`config.mk`:
```
export PLATFORM = sky130hd
export DESIGN_NAME = wcps_sequencer
export DESIGN_NICKNAME = d
export VERILOG_FILES = /design/src/hw/wcps_pkg.sv /design/src/hw/wcps_timer.sv /design/src/hw/wcps_sequencer.sv
export SDC_FILE = /design/constraint.sdc
export NUM_CORES = 1
export LEC_CHECK = 0
export BUFFER_PORTS_ARGS = -buffer_cell sky130_fd_sc_hd__buf_2
export CAP_MARGIN = 20
export CORE_AREA = 2 2 194 196
export CTS_BUF_LIST = sky130_fd_sc_hd__clkbuf_2
export DETAILED_ROUTE_END_ITERATION = 12
export DIE_AREA = 0 0 196 198
export PLACE_DENSITY = 0.52
export SYNTH_ARGS = -nofsm -noshare
export SYNTH_HDL_FRONTEND = slang
export SYNTH_SLANG_ARGS = --single-unit
```
`constraint.sdc`:
```
create_clock -name clock_i -period 6.2 [get_ports clock_i]
set_input_delay 1.24 -clock clock_i [delete_from_list [all_inputs] [get_ports clock_i]]
set_output_delay 1.24 -clock clock_i [all_outputs]
set_load 0.02 [all_outputs]
```
`src/hw/wcps_pkg.sv`:
```
// Package for the work cycle phase sequencer: phases, timing defaults, carriers
package wcps_pkg;
	// Platform clock period in nanoseconds
	localparam int unsigned CLK_PERIOD_NS = 8;
	// Inter-chassis hop budget in milliseconds
	localparam int unsigned HOP_BUDGET_MS = 5;
	// Hop budget in clock cycles, rounded down
	localparam int unsigned HOP_BUDGET_CYC = (HOP_BUDGET_MS * 1000000) / CLK_PERIOD_NS;
	// Default durations in clock cycles (real values are not published)
	localparam int unsigned INIT_CYC_DEF = 64;
	localparam int unsigned RECV_CYC_DEF = 16;
	localparam int unsigned EVAL_CYC_DEF = 16;
	localparam int unsigned SEND_CYC_DEF = 16;
	localparam int unsigned SWITCH_CYC_DEF = 16;
	// Width of phase timers and length ports
	localparam int unsigned CNT_W = 24;

	// Sequencer states
	typedef enum logic [2:0] {
		WCPS_OFF = 3'b000,
		WCPS_INIT = 3'b001,
		WCPS_RECV = 3'b010,
		WCPS_EVAL = 3'b011,
		WCPS_SEND = 3'b100,
		WCPS_SWITCH = 3'b101
	} wcps_state_t;

	// Per-module phase lengths in clock cycles
	typedef struct packed {
		logic [CNT_W-1:0] recv_len;
		logic [CNT_W-1:0] eval_len;
		logic [CNT_W-1:0] send_len;
		logic [CNT_W-1:0] switch_len;
	} wcps_timing_t;

	// Phase strobes towards the chassis modules
	typedef struct packed {
		logic input_receive_phase;
		logic logic_eval_phase;
		logic output_send_phase;
		logic output_switch_phase;
	} wcps_phase_t;
endpackage

```
`src/hw/wcps_timer.sv`:
```
// Down counter that reports expiry of a loaded duration
`timescale 1ns/1ns
module wcps_timer
	import wcps_pkg::*;
#(
	parameter int unsigned W = CNT_W
) (
	input wire logic clock_i,
	input wire logic reset_i,
	input wire logic load_i,
	input wire logic [W-1:0] len_i,
	output logic done_o
);
	// Remaining cycles
	logic [W-1:0] count_reg;

	// Load length minus one so a length of N lasts N cycles; zero counts as one
	always_ff @(posedge clock_i) begin
		if (reset_i) begin
			count_reg <= '0;
		end else if (load_i) begin
			count_reg <= (len_i == '0) ? '0 : len_i - W'(1);
		end else if (count_reg != '0) begin
			count_reg <= count_reg - W'(1);
		end
	end

	// Expiry when the count has run out; kept free of load_i so the owner,
	// whose reload depends on this flag, forms no combinational loop
	assign done_o = (count_reg == '0);
endmodule

```
`src/hw/wcps_sequencer.sv`:
```
// Work cycle phase sequencer of the central logic module
`timescale 1ns/1ns
module wcps_sequencer
	import wcps_pkg::*;
#(
	parameter int unsigned INIT_CYC = INIT_CYC_DEF,
	parameter int unsigned NUM_MOD = 5
) (
	input wire logic clock_i,
	input wire logic reset_i,
	input wire logic power_good_i,
	input wire logic [$clog2(NUM_MOD)-1:0] module_sel_i,
	input wire wcps_timing_t [NUM_MOD-1:0] timing_i,
	input wire logic remote_valid_i,
	output wcps_phase_t phase_o,
	output logic boot_busy_o,
	output logic self_diag_en_o,
	output logic cycle_start_o,
	output logic remote_take_o,
	output logic link_send_o,
	output logic hop_late_o
);
	// Sequencer state and next value
	wcps_state_t state_reg;
	wcps_state_t state_next;
	// Timer control
	logic load_next;
	logic [CNT_W-1:0] len_next;
	logic timer_done;
	// Timing set of the selected module type
	wcps_timing_t sel_timing;
	// Remote data pending capture at the next receive phase
	logic remote_pend_reg;
	// Hop age counter since the link handed over data
	logic [31:0] hop_age_reg;
	logic hop_arm_reg;
	// Cycles the running boot has lasted, for the boot length check
	logic [CNT_W-1:0] boot_cnt_reg;

	// Select the timing set for the chosen module type
	assign sel_timing = timing_i[module_sel_i];

	// Shared phase timer
	wcps_timer #(
		.W(CNT_W)
	) u_timer (
		.clock_i(clock_i),
		.reset_i(reset_i),
		.load_i(load_next),
		.len_i(len_next),
		.done_o(timer_done)
	);

	// Next state and timer reload
	always_comb begin
		state_next = state_reg;
		load_next = 1'b0;
		len_next = '0;
		case (state_reg)
			WCPS_OFF: begin
				// Leave unpowered mode into initial boot mode
				if (power_good_i) begin
					state_next = WCPS_INIT;
					load_next = 1'b1;
					len_next = CNT_W'(INIT_CYC);
				end
			end
			WCPS_INIT: begin
				if (timer_done) begin
					state_next = WCPS_RECV;
					load_next = 1'b1;
					len_next = sel_timing.recv_len;
				end
			end
			WCPS_RECV: begin
				if (timer_done) begin
					state_next = WCPS_EVAL;
					load_next = 1'b1;
					len_next = sel_timing.eval_len;
				end
			end
			WCPS_EVAL: begin
				if (timer_done) begin
					state_next = WCPS_SEND;
					load_next = 1'b1;
					len_next = sel_timing.send_len;
				end
			end
			WCPS_SEND: begin
				if (timer_done) begin
					state_next = WCPS_SWITCH;
					load_next = 1'b1;
					len_next = sel_timing.switch_len;
				end
			end
			WCPS_SWITCH: begin
				// Back to back cycles without end
				if (timer_done) begin
					state_next = WCPS_RECV;
					load_next = 1'b1;
					len_next = sel_timing.recv_len;
				end
			end
			default: begin
				state_next = WCPS_OFF;
			end
		endcase
	end

	// State register; loss of power returns to unpowered mode
	always_ff @(posedge clock_i) begin
		if (reset_i) begin
			state_reg <= WCPS_OFF;
		end else if (!power_good_i) begin
			state_reg <= WCPS_OFF;
		end else begin
			state_reg <= state_next;
		end
	end

	// Registered phase strobes, aligned with the next state
	always_ff @(posedge clock_i) begin
		if (reset_i) begin
			phase_o <= '0;
			boot_busy_o <= 1'b0;
			cycle_start_o <= 1'b0;
		end else begin
			phase_o.input_receive_phase <= power_good_i && state_next == WCPS_RECV;
			phase_o.logic_eval_phase <= power_good_i && state_next == WCPS_EVAL;
			phase_o.output_send_phase <= power_good_i && state_next == WCPS_SEND;
			phase_o.output_switch_phase <= power_good_i && state_next == WCPS_SWITCH;
			boot_busy_o <= power_good_i && state_next == WCPS_INIT;
			cycle_start_o <= power_good_i && state_next == WCPS_RECV && state_reg != WCPS_RECV;
		end
	end

	// Self-diagnostics run in all cycle phases but evaluation
	always_ff @(posedge clock_i) begin
		if (reset_i) begin
			self_diag_en_o <= 1'b0;
		end else begin
			self_diag_en_o <= power_good_i && state_next != WCPS_OFF &&
				state_next != WCPS_INIT && state_next != WCPS_EVAL;
		end
	end

	// Link handshakes: send in send phase, take remote data in receive phase
	always_ff @(posedge clock_i) begin
		if (reset_i) begin
			link_send_o <= 1'b0;
			remote_take_o <= 1'b0;
		end else begin
			link_send_o <= power_good_i && state_next == WCPS_SEND;
			// Take pending or arriving data at the first cycle of receive
			remote_take_o <= power_good_i && state_next == WCPS_RECV &&
				state_reg != WCPS_RECV && (remote_pend_reg || remote_valid_i);
		end
	end

	// Remote data pending; arrival wins over the take clearing it
	always_ff @(posedge clock_i) begin
		if (reset_i) begin
			remote_pend_reg <= 1'b0;
		end else if (remote_valid_i) begin
			remote_pend_reg <= 1'b1;
		end else if (remote_take_o) begin
			remote_pend_reg <= 1'b0;
		end
	end

	// Age of remote data from arrival to its send-out; flags a late hop
	always_ff @(posedge clock_i) begin
		if (reset_i) begin
			hop_age_reg <= '0;
			hop_arm_reg <= 1'b0;
			hop_late_o <= 1'b0;
		end else begin
			// New data restarts the age even in the cycle its predecessor is sent
			if (remote_valid_i && (!hop_arm_reg || (state_reg == WCPS_SEND && link_send_o))) begin
				hop_arm_reg <= 1'b1;
				hop_age_reg <= '0;
			end else if (hop_arm_reg && state_reg == WCPS_SEND && link_send_o) begin
				hop_arm_reg <= 1'b0;
			end else if (hop_arm_reg && hop_age_reg != 32'hffffffff) begin
				hop_age_reg <= hop_age_reg + 32'h1;
			end
			hop_late_o <= hop_arm_reg && hop_age_reg >= 32'(HOP_BUDGET_CYC);
		end
	end

	// Boot length counter; restarts whenever boot is not running
	always_ff @(posedge clock_i) begin
		if (reset_i) begin
			boot_cnt_reg <= '0;
		end else if (boot_busy_o) begin
			boot_cnt_reg <= boot_cnt_reg + CNT_W'(1);
		end else begin
			boot_cnt_reg <= '0;
		end
	end

	// Evaluation always follows reception
	eval_after_recv_a: assert property (@(posedge clock_i) disable iff (reset_i)
		(state_reg == WCPS_EVAL && $past(state_reg) != WCPS_EVAL) |->
		$past(state_reg) == WCPS_RECV) else $error("eval not after recv");
	// Switch phase is followed by receive
	switch_to_recv_a: assert property (@(posedge clock_i) disable iff (reset_i)
		(state_reg == WCPS_SWITCH && state_next != WCPS_SWITCH && power_good_i) |=>
		state_reg == WCPS_RECV) else $error("cycle did not wrap");
	// Diagnostics off during evaluation
	diag_off_eval_a: assert property (@(posedge clock_i) disable iff (reset_i)
		phase_o.logic_eval_phase |-> !self_diag_en_o) else $error("diag in eval");
	// Diagnostics on during send
	diag_on_send_a: assert property (@(posedge clock_i) disable iff (reset_i)
		phase_o.output_send_phase |-> self_diag_en_o) else $error("diag off in send");
	// One phase at a time
	phase_onehot_a: assert property (@(posedge clock_i) disable iff (reset_i)
		$onehot0(phase_o)) else $error("phases overlap");
	// Link send only in send phase
	link_in_send_a: assert property (@(posedge clock_i) disable iff (reset_i)
		link_send_o |-> phase_o.output_send_phase) else $error("link send misplaced");
	// Remote take only at receive start
	take_in_recv_a: assert property (@(posedge clock_i) disable iff (reset_i)
		remote_take_o |-> phase_o.input_receive_phase && cycle_start_o)
		else $error("remote take misplaced");
	// Remote data present at a receive start is taken
	take_fresh_a: assert property (@(posedge clock_i) disable iff (reset_i)
		(cycle_start_o && $past(remote_pend_reg || remote_valid_i)) |-> remote_take_o)
		else $error("fresh data skipped");
	// A completed boot lasts exactly the configured count, zero counting as one
	init_leads_a: assert property (@(posedge clock_i) disable iff (reset_i)
		($fell(boot_busy_o) && phase_o.input_receive_phase) |->
		boot_cnt_reg == CNT_W'((INIT_CYC == 0) ? 1 : INIT_CYC)) else $error("init length wrong");
endmodule

```
# [Word-level counts from Yosys, hierarchy flattened]
# Index checks and enable logic that the tools add are counted.
[word_totals] reg_bits=70 input_bits=487
[classes] add_sub_neg=3 order_cmp=2 n_eq_ne=14 mux=24 bitwise_logic=2 n_reduce_logical=32
[op_table] op="binary-select mux 96 bit (select 3 bit)" count=1
[op_table] op="two-way mux 24 bit" count=7
[op_table] op="one-hot mux 24 bit (5 select lines)" count=1
[op_table] op="two-way mux 96 bit" count=1
[op_table] op="logical NOT 24 bit" count=2
[op_table] op="subtractor 24 x 1 -> 24 bit, second input constant" count=2
[op_table] op="adder 32 x 1 -> 32 bit, second input constant" count=1
[op_table] op="greater-or-equal comparator 32 x 20 -> 1 bit, second input constant" count=1
[op_table] op="inequality test 32 bit, second input constant" count=1
[op_table] op="nonzero test 24 bit" count=1
[op_table] op="logical AND 1 bit" count=16
[op_table] op="two-way mux 3 bit" count=5
[op_table] op="one-hot mux 3 bit (5 select lines)" count=1
[op_table] op="equality test 3 x 2 -> 1 bit, second input constant" count=4
[op_table] op="equality test 3 bit, second input constant" count=4
[op_table] op="two-way mux 7 bit" count=1
[op_table] op="equality test 3 x 1 -> 1 bit, second input constant" count=2
[op_table] op="two-way mux 1 bit" count=6
[op_table] op="inequality test 3 x 2 -> 1 bit, second input constant" count=2
[op_table] op="nonzero test 2 bit" count=3
[op_table] op="OR reduction 2 bit" count=3
[op_table] op="OR reduction 5 bit" count=1
[op_table] op="< comparator 3 x 4 -> 1 bit, second input constant" count=1
[op_table] op="logical NOT 3 bit" count=1
[op_table] op="other kinds (7)" count=9

# [Longest topological paths before layout]
# Gate-level depths: netlist (run 1).
[depth] depth_word=7 ltp_mapped=17 ltp_nobuf=13

# [Hierarchy]
# From an unflattened synthesis (run 1), not the netlist that was laid out.
[unflattened] cells_unflattened=1018 area_unflattened_um2=7901.3
[modules_own_cells] module="wcps_sequencer" n_inst=1 cells_per_inst=800 area_per_inst_um2=6124.6 seq_area_each_um2=920.9
[modules_own_cells] module="wcps_timer" n_inst=1 cells_per_inst=218 area_per_inst_um2=1776.7 seq_area_each_um2=480.5

# [Worst setup path before layout (run 1)]
# Ideal clock, no wire load.
[synth_path] path_kind="input-to-reg" startpoint="in module_sel_i[0]" endpoint="reg u_timer.count_reg[4]" setup_ps=133 t_arrival_ps=3755 required_time_ps=6067 setup_slack_ps=2312 stages=14 path_buffers=4 path_cell_list="buf_6 -> buf_6 -> clkbuf_4 -> mux4_2 -> a22o_1 -> a2111oi_2 -> nor3_2 -> nor2_2 -> nand2_2 -> nor3_4 -> a31o_4 -> or2_4 -> buf_6 -> o22ai_1"
[synth_between] elab_chain_cells=7
[synth_rtl] item="start: declaration" line="wcps_sequencer.sv:12" rtl="input wire logic [$clog2(NUM_MOD)-1:0] module_sel_i,"
[synth_rtl] item="binary-select mux 96 bit (select 3 bit) (*)" line="wcps_sequencer.sv:41" rtl="assign sel_timing = timing_i[module_sel_i];"
[synth_rtl] item="two-way mux 96 bit (not written as such) (*)" line="wcps_sequencer.sv:41"
[synth_rtl] item="two-way mux 24 bit, on equally long branches"
[synth_rtl] item="one-hot mux 24 bit (5 select lines) (*)" line="wcps_sequencer.sv:59" rtl="case (state_reg)"
[synth_rtl] item="subtractor 24 x 1 -> 24 bit / logical NOT 24 bit (equally long branches)" line="wcps_timer.sv:22" rtl="count_reg <= (len_i == '0) ? '0 : len_i - W'(1);"
[synth_rtl] item="two-way mux 24 bit (*)" line="wcps_timer.sv:22"
[synth_rtl] item="two-way mux 24 bit (*)" line="wcps_timer.sv:21" rtl="end else if (load_i) begin"
[synth_rtl] item="end signal: assignment" line="wcps_timer.sv:22"
[synth_rtl] item="end signal: assignment" line="wcps_timer.sv:24" rtl="count_reg <= count_reg - W'(1);"
[synth_rtl] item="end: declaration" line="wcps_timer.sv:15" rtl="logic [W-1:0] count_reg;"
# Mark *: on every way between the ends. The rest lies on a longest branch, timed or not. The select of a mux whose other input is x is not followed.
# A chain may end at the register's enable or synchronous reset.

# [Final worst setup path (run 1)]
[layout_path] startpoint="in module_sel_i[2]" endpoint="reg u_timer.count_reg[13]"
# Same word-level chain as after synthesis.

==> results of run 1 <==
## routing by layer
layer,GRT usage [%],vias to the layer above,wire length (um)
met4,7.46,12,955
met2,41.4,472,24300
met3,7.02,72,4570
met5,0,-,69
li1,-,4965,-
met1,30.9,5121,20400
## placed cells by master (no fill, tap or decap), types with 12 or more instances in the layout
| cell type | Yosys | routed |
|---|---|---|
| o21ai_0 | 41 | 40 |
| mux4_2 | 30 | 30 |
| nor2_1 | 103 | 102 |
| o21ai_1 | 13 | 14 |
| nor2b_1 | 12 | 12 |
| nor3_1 | 19 | 19 |
| buf_2 | 16 | 493 |
| xor2_1 | 37 | 37 |
| o22ai_1 | 36 | 36 |
| mux2i_1 | 102 | 102 |
| nand2_1 | 70 | 70 |
| xnor2_1 | 29 | 29 |
| nand4_1 | 21 | 21 |
| buf_4 | 21 | 21 |
| nand2b_1 | 50 | 50 |
| a21oi_1 | 123 | 123 |
| diode_2 | 0 | 14 |
| nand3_1 | 27 | 27 |
| a22oi_1 | 15 | 15 |
| dfxtp_1 | 70 | 69 |
## power by group
| group | switching, mW | internal (mW) |
|---|---|---|
| Sequential | 0.0665 | 0.510 |
| Clock | 0.181 | 0.0553 |
| Combinational | 0.665 | 0.496 |
| Total | 0.912 | 1.06 |
## stage by stage
stage	instance area (um2)	total power [mW]	util, %	hold WS (ps)	instances
3_5_place_dp	11300	1.73	30.4	463	1981
3_3_place_gp	11300	1.72	30.4	456	1981
2_1_floorplan	8560	1.33	-	441	1076
6_report	11400	1.97	30.8	493	2011
4_1_cts	11300	1.97	30.7	496	1997
5_1_grt	11400	2.10	30.8	495	2006
## synthesized netlist by cell type (4+ instances only)
cell	number	share of area [%]
a21oi_1	123	7.2
nor2_1	103	4.5
mux2i_1	102	12
dfxtp_1	70	16
nand2_1	70	3.1
nand2b_1	50	3.7
o21ai_0	41	2.4
xor2_1	37	3.8
o22ai_1	36	2.6
mux4_2	30	7.9
clkbuf_1	29	1.3
xnor2_1	29	3.0
nand3_1	27	1.6
buf_4	21	1.8
nand4_1	21	1.5
nor3_1	19	1.1
buf_2	16	0.94
a22oi_1	15	1.3
buf_6	13	1.7
o21ai_1	13	0.76
nor2b_1	12	0.88
a221oi_1	11	1.1
o221ai_1	11	1.1
a22o_1	10	1.0
inv_1	10	0.44
nor4_1	10	0.73
or3_1	9	0.66
a31oi_1	8	0.58
nand3b_1	7	0.61
o31ai_1	7	0.61
ha_1	6	0.88
a211oi_1	5	0.44
and4_1	5	0.51
and2_1	4	0.29
nor3b_1	4	0.35
o21a_1	4	0.35
## final timing paths
path                            to  slack [ps]             from
max          u_timer.count_reg[13]        1700  module_sel_i[2]
min                remote_pend_reg         490  remote_pend_reg
max reg2reg  u_timer.count_reg[13]        1710     state_reg[2]
min reg2reg        remote_pend_reg         490  remote_pend_reg
## logic make-up (layout without fill, tap and decap cells)
family | Yosys count | after routing | share of synthesized area, %
compound gates | 326 | 326 | 24.7
xor+xnor | 66 | 66 | 6.75
fa+ha+maj | 6 | 6 | 0.877
buf+inv | 97 | 544 | 7.24
flops | 70 | 70 | 16.4
mux | 137 | 137 | 20.8
other cells | 0 | 14 | 0
simple gates | 374 | 374 | 23.3
## area by class of cell
class | instances | area [um2] | share of cell area [%]
Tap cell | 474 | 593 | 5.21
Clock inverter | 5 | 36.3 | 0.319
Inverter | 12 | 45.0 | 0.396
Clock buffer | 11 | 55.1 | 0.484
Sequential cell | 70 | 1410 | 12.3
Antenna cell | 14 | 35.0 | 0.308
Timing Repair Buffer | 516 | 2660 | 23.4
Multi-Input combinational cell | 909 | 6550 | 57.6
## worst max-delay path, delay by kind of cell
family,cells,cell delay (ps)
AO/OA/AOI/OAI,6,1230
buffers and inverters,2,1060
AND/OR/NAND/NOR,3,1400
==> results.toml, run 1 <==
[run_status]
outcome = "completed"

[layout]
syn_to_final_growth_pct = 32.9
largest_reg_flops = 32
fillCellCount = 4078
drive_above_1_share_pct = 39.3
nNetsFinal = 2011

[routing]
via_per_inst = 5.29
drt_iter0_markers = 1012
drt-total-wl_um = 50300
wl_per_cell_um = 25.0
drtPass1Iterations = 5
drc = 0
vias = 10600
ant_nets = 0

[clock_network]
insertion_delay_ps = 580
cts.root.buffer_cell = "clkbuf_2"
cts_buffers = 9
clk_path_buf_depth = 2
cts.htree.levels = 3
clk_pin_slew_worst_paths_ps = 250
clock_sinks = 70
ctsResizeCount = 0
ctsHoldBuffers = 0
cts_tree = "yes"
cts_setup_buffers = 0

[setup_path]
cp.required_ps = 6660
critPathMaxStageDelay_ps = 590
critPathLaunchType = "input pin"
crit_chain = "buf_4, clkinv_1, a22oi_1, o22ai_1, a22o_1, nor4_2, a32oi_1, or3_1, or3b_1, a31oi_1, a211oi_1"
slowest_stage = "or3_1"
worstPathArrival_ps = 4960
worst-setup-path-type = "input pin to flop"
cp_max_fo = 66
reg2reg_depth = 10
end_kind = "flop"

[timing]
setup_ws_ps = 1700
slew_viol_final = 0
finalSetupTns_ps = 0
fin_crit_ps = 4500
tightestPinTransition_ps = 1190
rsz0062_at_grt = "no"
slew_headroom_pct = 20.8
finClkSkew_ps = 54.6
period_share_pct = 72.6
fmax_mhz = 222
setup_viol = 0
hold_viol = 0

[placement]
pre_cts_ws_ps = 1180
place.detailed.hpwl_um = 41700
numPortBuffers = 496
place.gp.congestion = 0.942

[yosys]
syn_area_um2 = 8560
synth-edff-count = 0
ys_ff_latch = 70
synth.net_count = 1569
yosysSeqAreaShare_pct = 16.4
yosysWarnings = 0
syn_area_per_cell_um2 = 7.95
ys_async_sr_fraction_pct = 0
synth_cell_type_count = 91
ys.flop_type = "dfxtp_1"
synthCells = 1076

[floorplan]
io_pins = 497
start_util_pct = 23.2
fp.dieArea_um2 = 38800
placementRows = 71
dieHeight_um = 198
fp.dieW_um = 196
coreArea_um2 = 37000

[worst_hold_path]
whs_path_depth = 2
worstHoldPathType = "flop to flop"

[global_route]
grt_start_max_net_pins = 78
antenna_found_initial = 30
grt_pass1_wl_um = 69700
overflow = 0
grt_pass1_vias = 10400
grt_util_all_layers_pct = 24.8

[power_and_ir_drop]
p_per_area_nw_per_um2 = 173
ir_drop_mv = 0.127
leakage_nw = 5.07

[flow_run]
cap_viol_max_count = 0
(Power assumes the default switching activity.)
==> inputs of run 2 (changes only) <==
CORE_AREA = 2 2 195 197   (was 2 2 194 196)
DIE_AREA = 0 0 197 199   (was 0 0 196 198)
PLACE_DENSITY = 0.53   (was 0.52)
clock period = 3.7 ns   (was 6.2 ns; I/O delays follow)
==> run 2 against run 1 <==
Hold slack lost 78 ps. Cell count rose by 5.5%. Worst setup slack worse by 1500 ps. Cell area up 8.5%. Sequential cell count unchanged. Die area rose by 1.0%. Clock-buffer cell count decreased by 1. Power up 84%. Largest cell class unchanged.
==> results.toml, run 2 (synthesized netlist as in run 1, its figures left out) <==
[run_status]
outcome = "completed"

[timing]
setup_viol = 0
setup_ws_ps = 239
tightestPinTransition_ps = 672
fin_crit_ps = 3460
hold_viol = 0
period_share_pct = 93.6
slew_viol_final = 0
holdWs_ps = 415
fmax_mhz = 289
finClkSkew_ps = 28.3
finalSetupTns_ps = 0
rsz0062_at_grt = "no"
slew_headroom_pct = 54.7

[power_and_ir_drop]
ir_drop_mv = 0.207
p_per_area_nw_per_um2 = 293
leakage_nw = 5.62

[flow_run]
cap_viol_max_count = 0

[global_route]
antenna_found_initial = 34
grt_start_max_net_pins = 47
grt_pass1_vias = 10800
grt_pass1_wl_um = 72800
grt_util_all_layers_pct = 25.8
overflow = 0

[layout]
final_cell_mix = "buf_2, a21oi_1, buf_4, nor2_1, mux2i_1"
layout_commonest_cell = "buf_2"
drive_above_1_share_pct = 43.2
syn_to_final_growth_pct = 44.2
final_cell_area_um2 = 12300
fillCellCount = 4113
largest_reg_flops = 32
nNetsFinal = 2110

[placement]
place.detailed.hpwl_um = 45200
pre_cts_ws_ps = 12.0
dpl-instance-area_um2 = 12100
numPortBuffers = 496
place.gp.congestion = 0.988

[floorplan]
placementRows = 71
io_pins = 497
fp.dieW_um = 197
coreArea_um2 = 37100
fp.dieArea_um2 = 39200
start_util_pct = 23.1
dieHeight_um = 199

[setup_path]
r2r-end = "u_timer.count_reg[4]"
critPathLaunchType = "flop"
reg2reg_depth = 11
cp-endpoint = "u_timer.count_reg[4]"
crit_chain = "or3b_1, buf_4, a21oi_1, a22o_1, nor4_4, nand2_2, o31ai_4, buf_4, a31o_4, or2_4, o22ai_1"
worst-setup-path-type = "flop to flop"
setup.worst_path.start = "state_reg[0]"
end_kind = "flop"
cp_max_fo = 19
cp_common_cell = "buf_4"
slowest_stage = "dfxtp_4"
cp.required_ps = 4130
reg2reg_setup_slack_ps = 240
critPathMaxStageDelay_ps = 610
worstReg2RegStart = "state_reg[0]"
worstPathArrival_ps = 3890

[routing]
via_per_inst = 5.26
dr_wl_met3_um = 4290
met1_length_um = 22000
drt_iter0_markers = 841
drtPass1Iterations = 5
drc = 0
vias = 11100
met2_wirelength_um = 24900
ant_nets = 0
drt-total-wl_um = 52700
top_layer_used = "met5"
wl_per_cell_um = 24.8

[clock_network]
cts.htree.levels = 3
cts_buffers = 9
clock_sinks = 70
insertion_delay_ps = 560
cts_tree = "yes"
ctsHoldBuffers = 0
cts_setup_buffers = 0
clk_path_buf_depth = 2
clk_pin_slew_worst_paths_ps = 210
cts.root.buffer_cell = "clkbuf_2"
ctsResizeCount = 0

[worst_hold_path]
worstHoldPathType = "input pin to flop"
## run 2: metal layers
metal	GRT usage, %	vias to the layer above
met5	2.81	-
met4	9.47	8
met3	5.92	85
met2	42.1	508
met1	33.1	5369
li1	-	5178
## run 2: worst min path at each step
stage / startpoint / to / slack, ps / depth (start not counted)
floorplan: remote_pend_reg / remote_take_o / 440 / 1
global placement: remote_pend_reg / remote_take_o / 450 / 1
detailed placement: remote_pend_reg / remote_take_o / 460 / 1
CTS: remote_valid_i / remote_take_o / 350 / 2
global route: remote_valid_i / remote_take_o / 350 / 2
finish: remote_valid_i / remote_take_o / 410 / 2
## run 2: power breakdown
part	switching, mW	internal [mW]
sequential	0.110	0.855
combinational	1.15	0.966
clock	0.309	0.231
total	1.57	2.05
## run 2: critical path: cells and delay by family (launching register included)
kind | cells | cell delay [ps]
buffers and inverters | 2 | 460
and+or+nand+nor | 4 | 1330
DFF | 1 | 610
AOI/OAI and AO/OA | 5 | 920
## run 2: per-stage QoR
| step | cells | utilization, % | total power, mW |
|---|---|---|---|
| 2_1_floorplan | 1076 | - | 2.23 |
| 3_3_place_gp | 2080 | 32.7 | 3.05 |
| 3_5_place_dp | 2080 | 32.7 | 3.06 |
| 4_1_cts | 2096 | 33.0 | 3.62 |
| 5_1_grt | 2112 | 33.2 | 3.85 |
| 6_report | 2121 | 33.2 | 3.62 |
## run 2: final cells by class
type	instances	area [um2]	share of cell area, %
diodes	25	62.6	0.507
multi-input cells	909	6560	53.2
repair buffers	615	3530	28.6
clock buffers	10	50.0	0.406
well taps	474	593	4.81
inverters	12	45.0	0.365
clock inverters	6	93.8	0.760
flip-flops and latches	70	1410	11.4
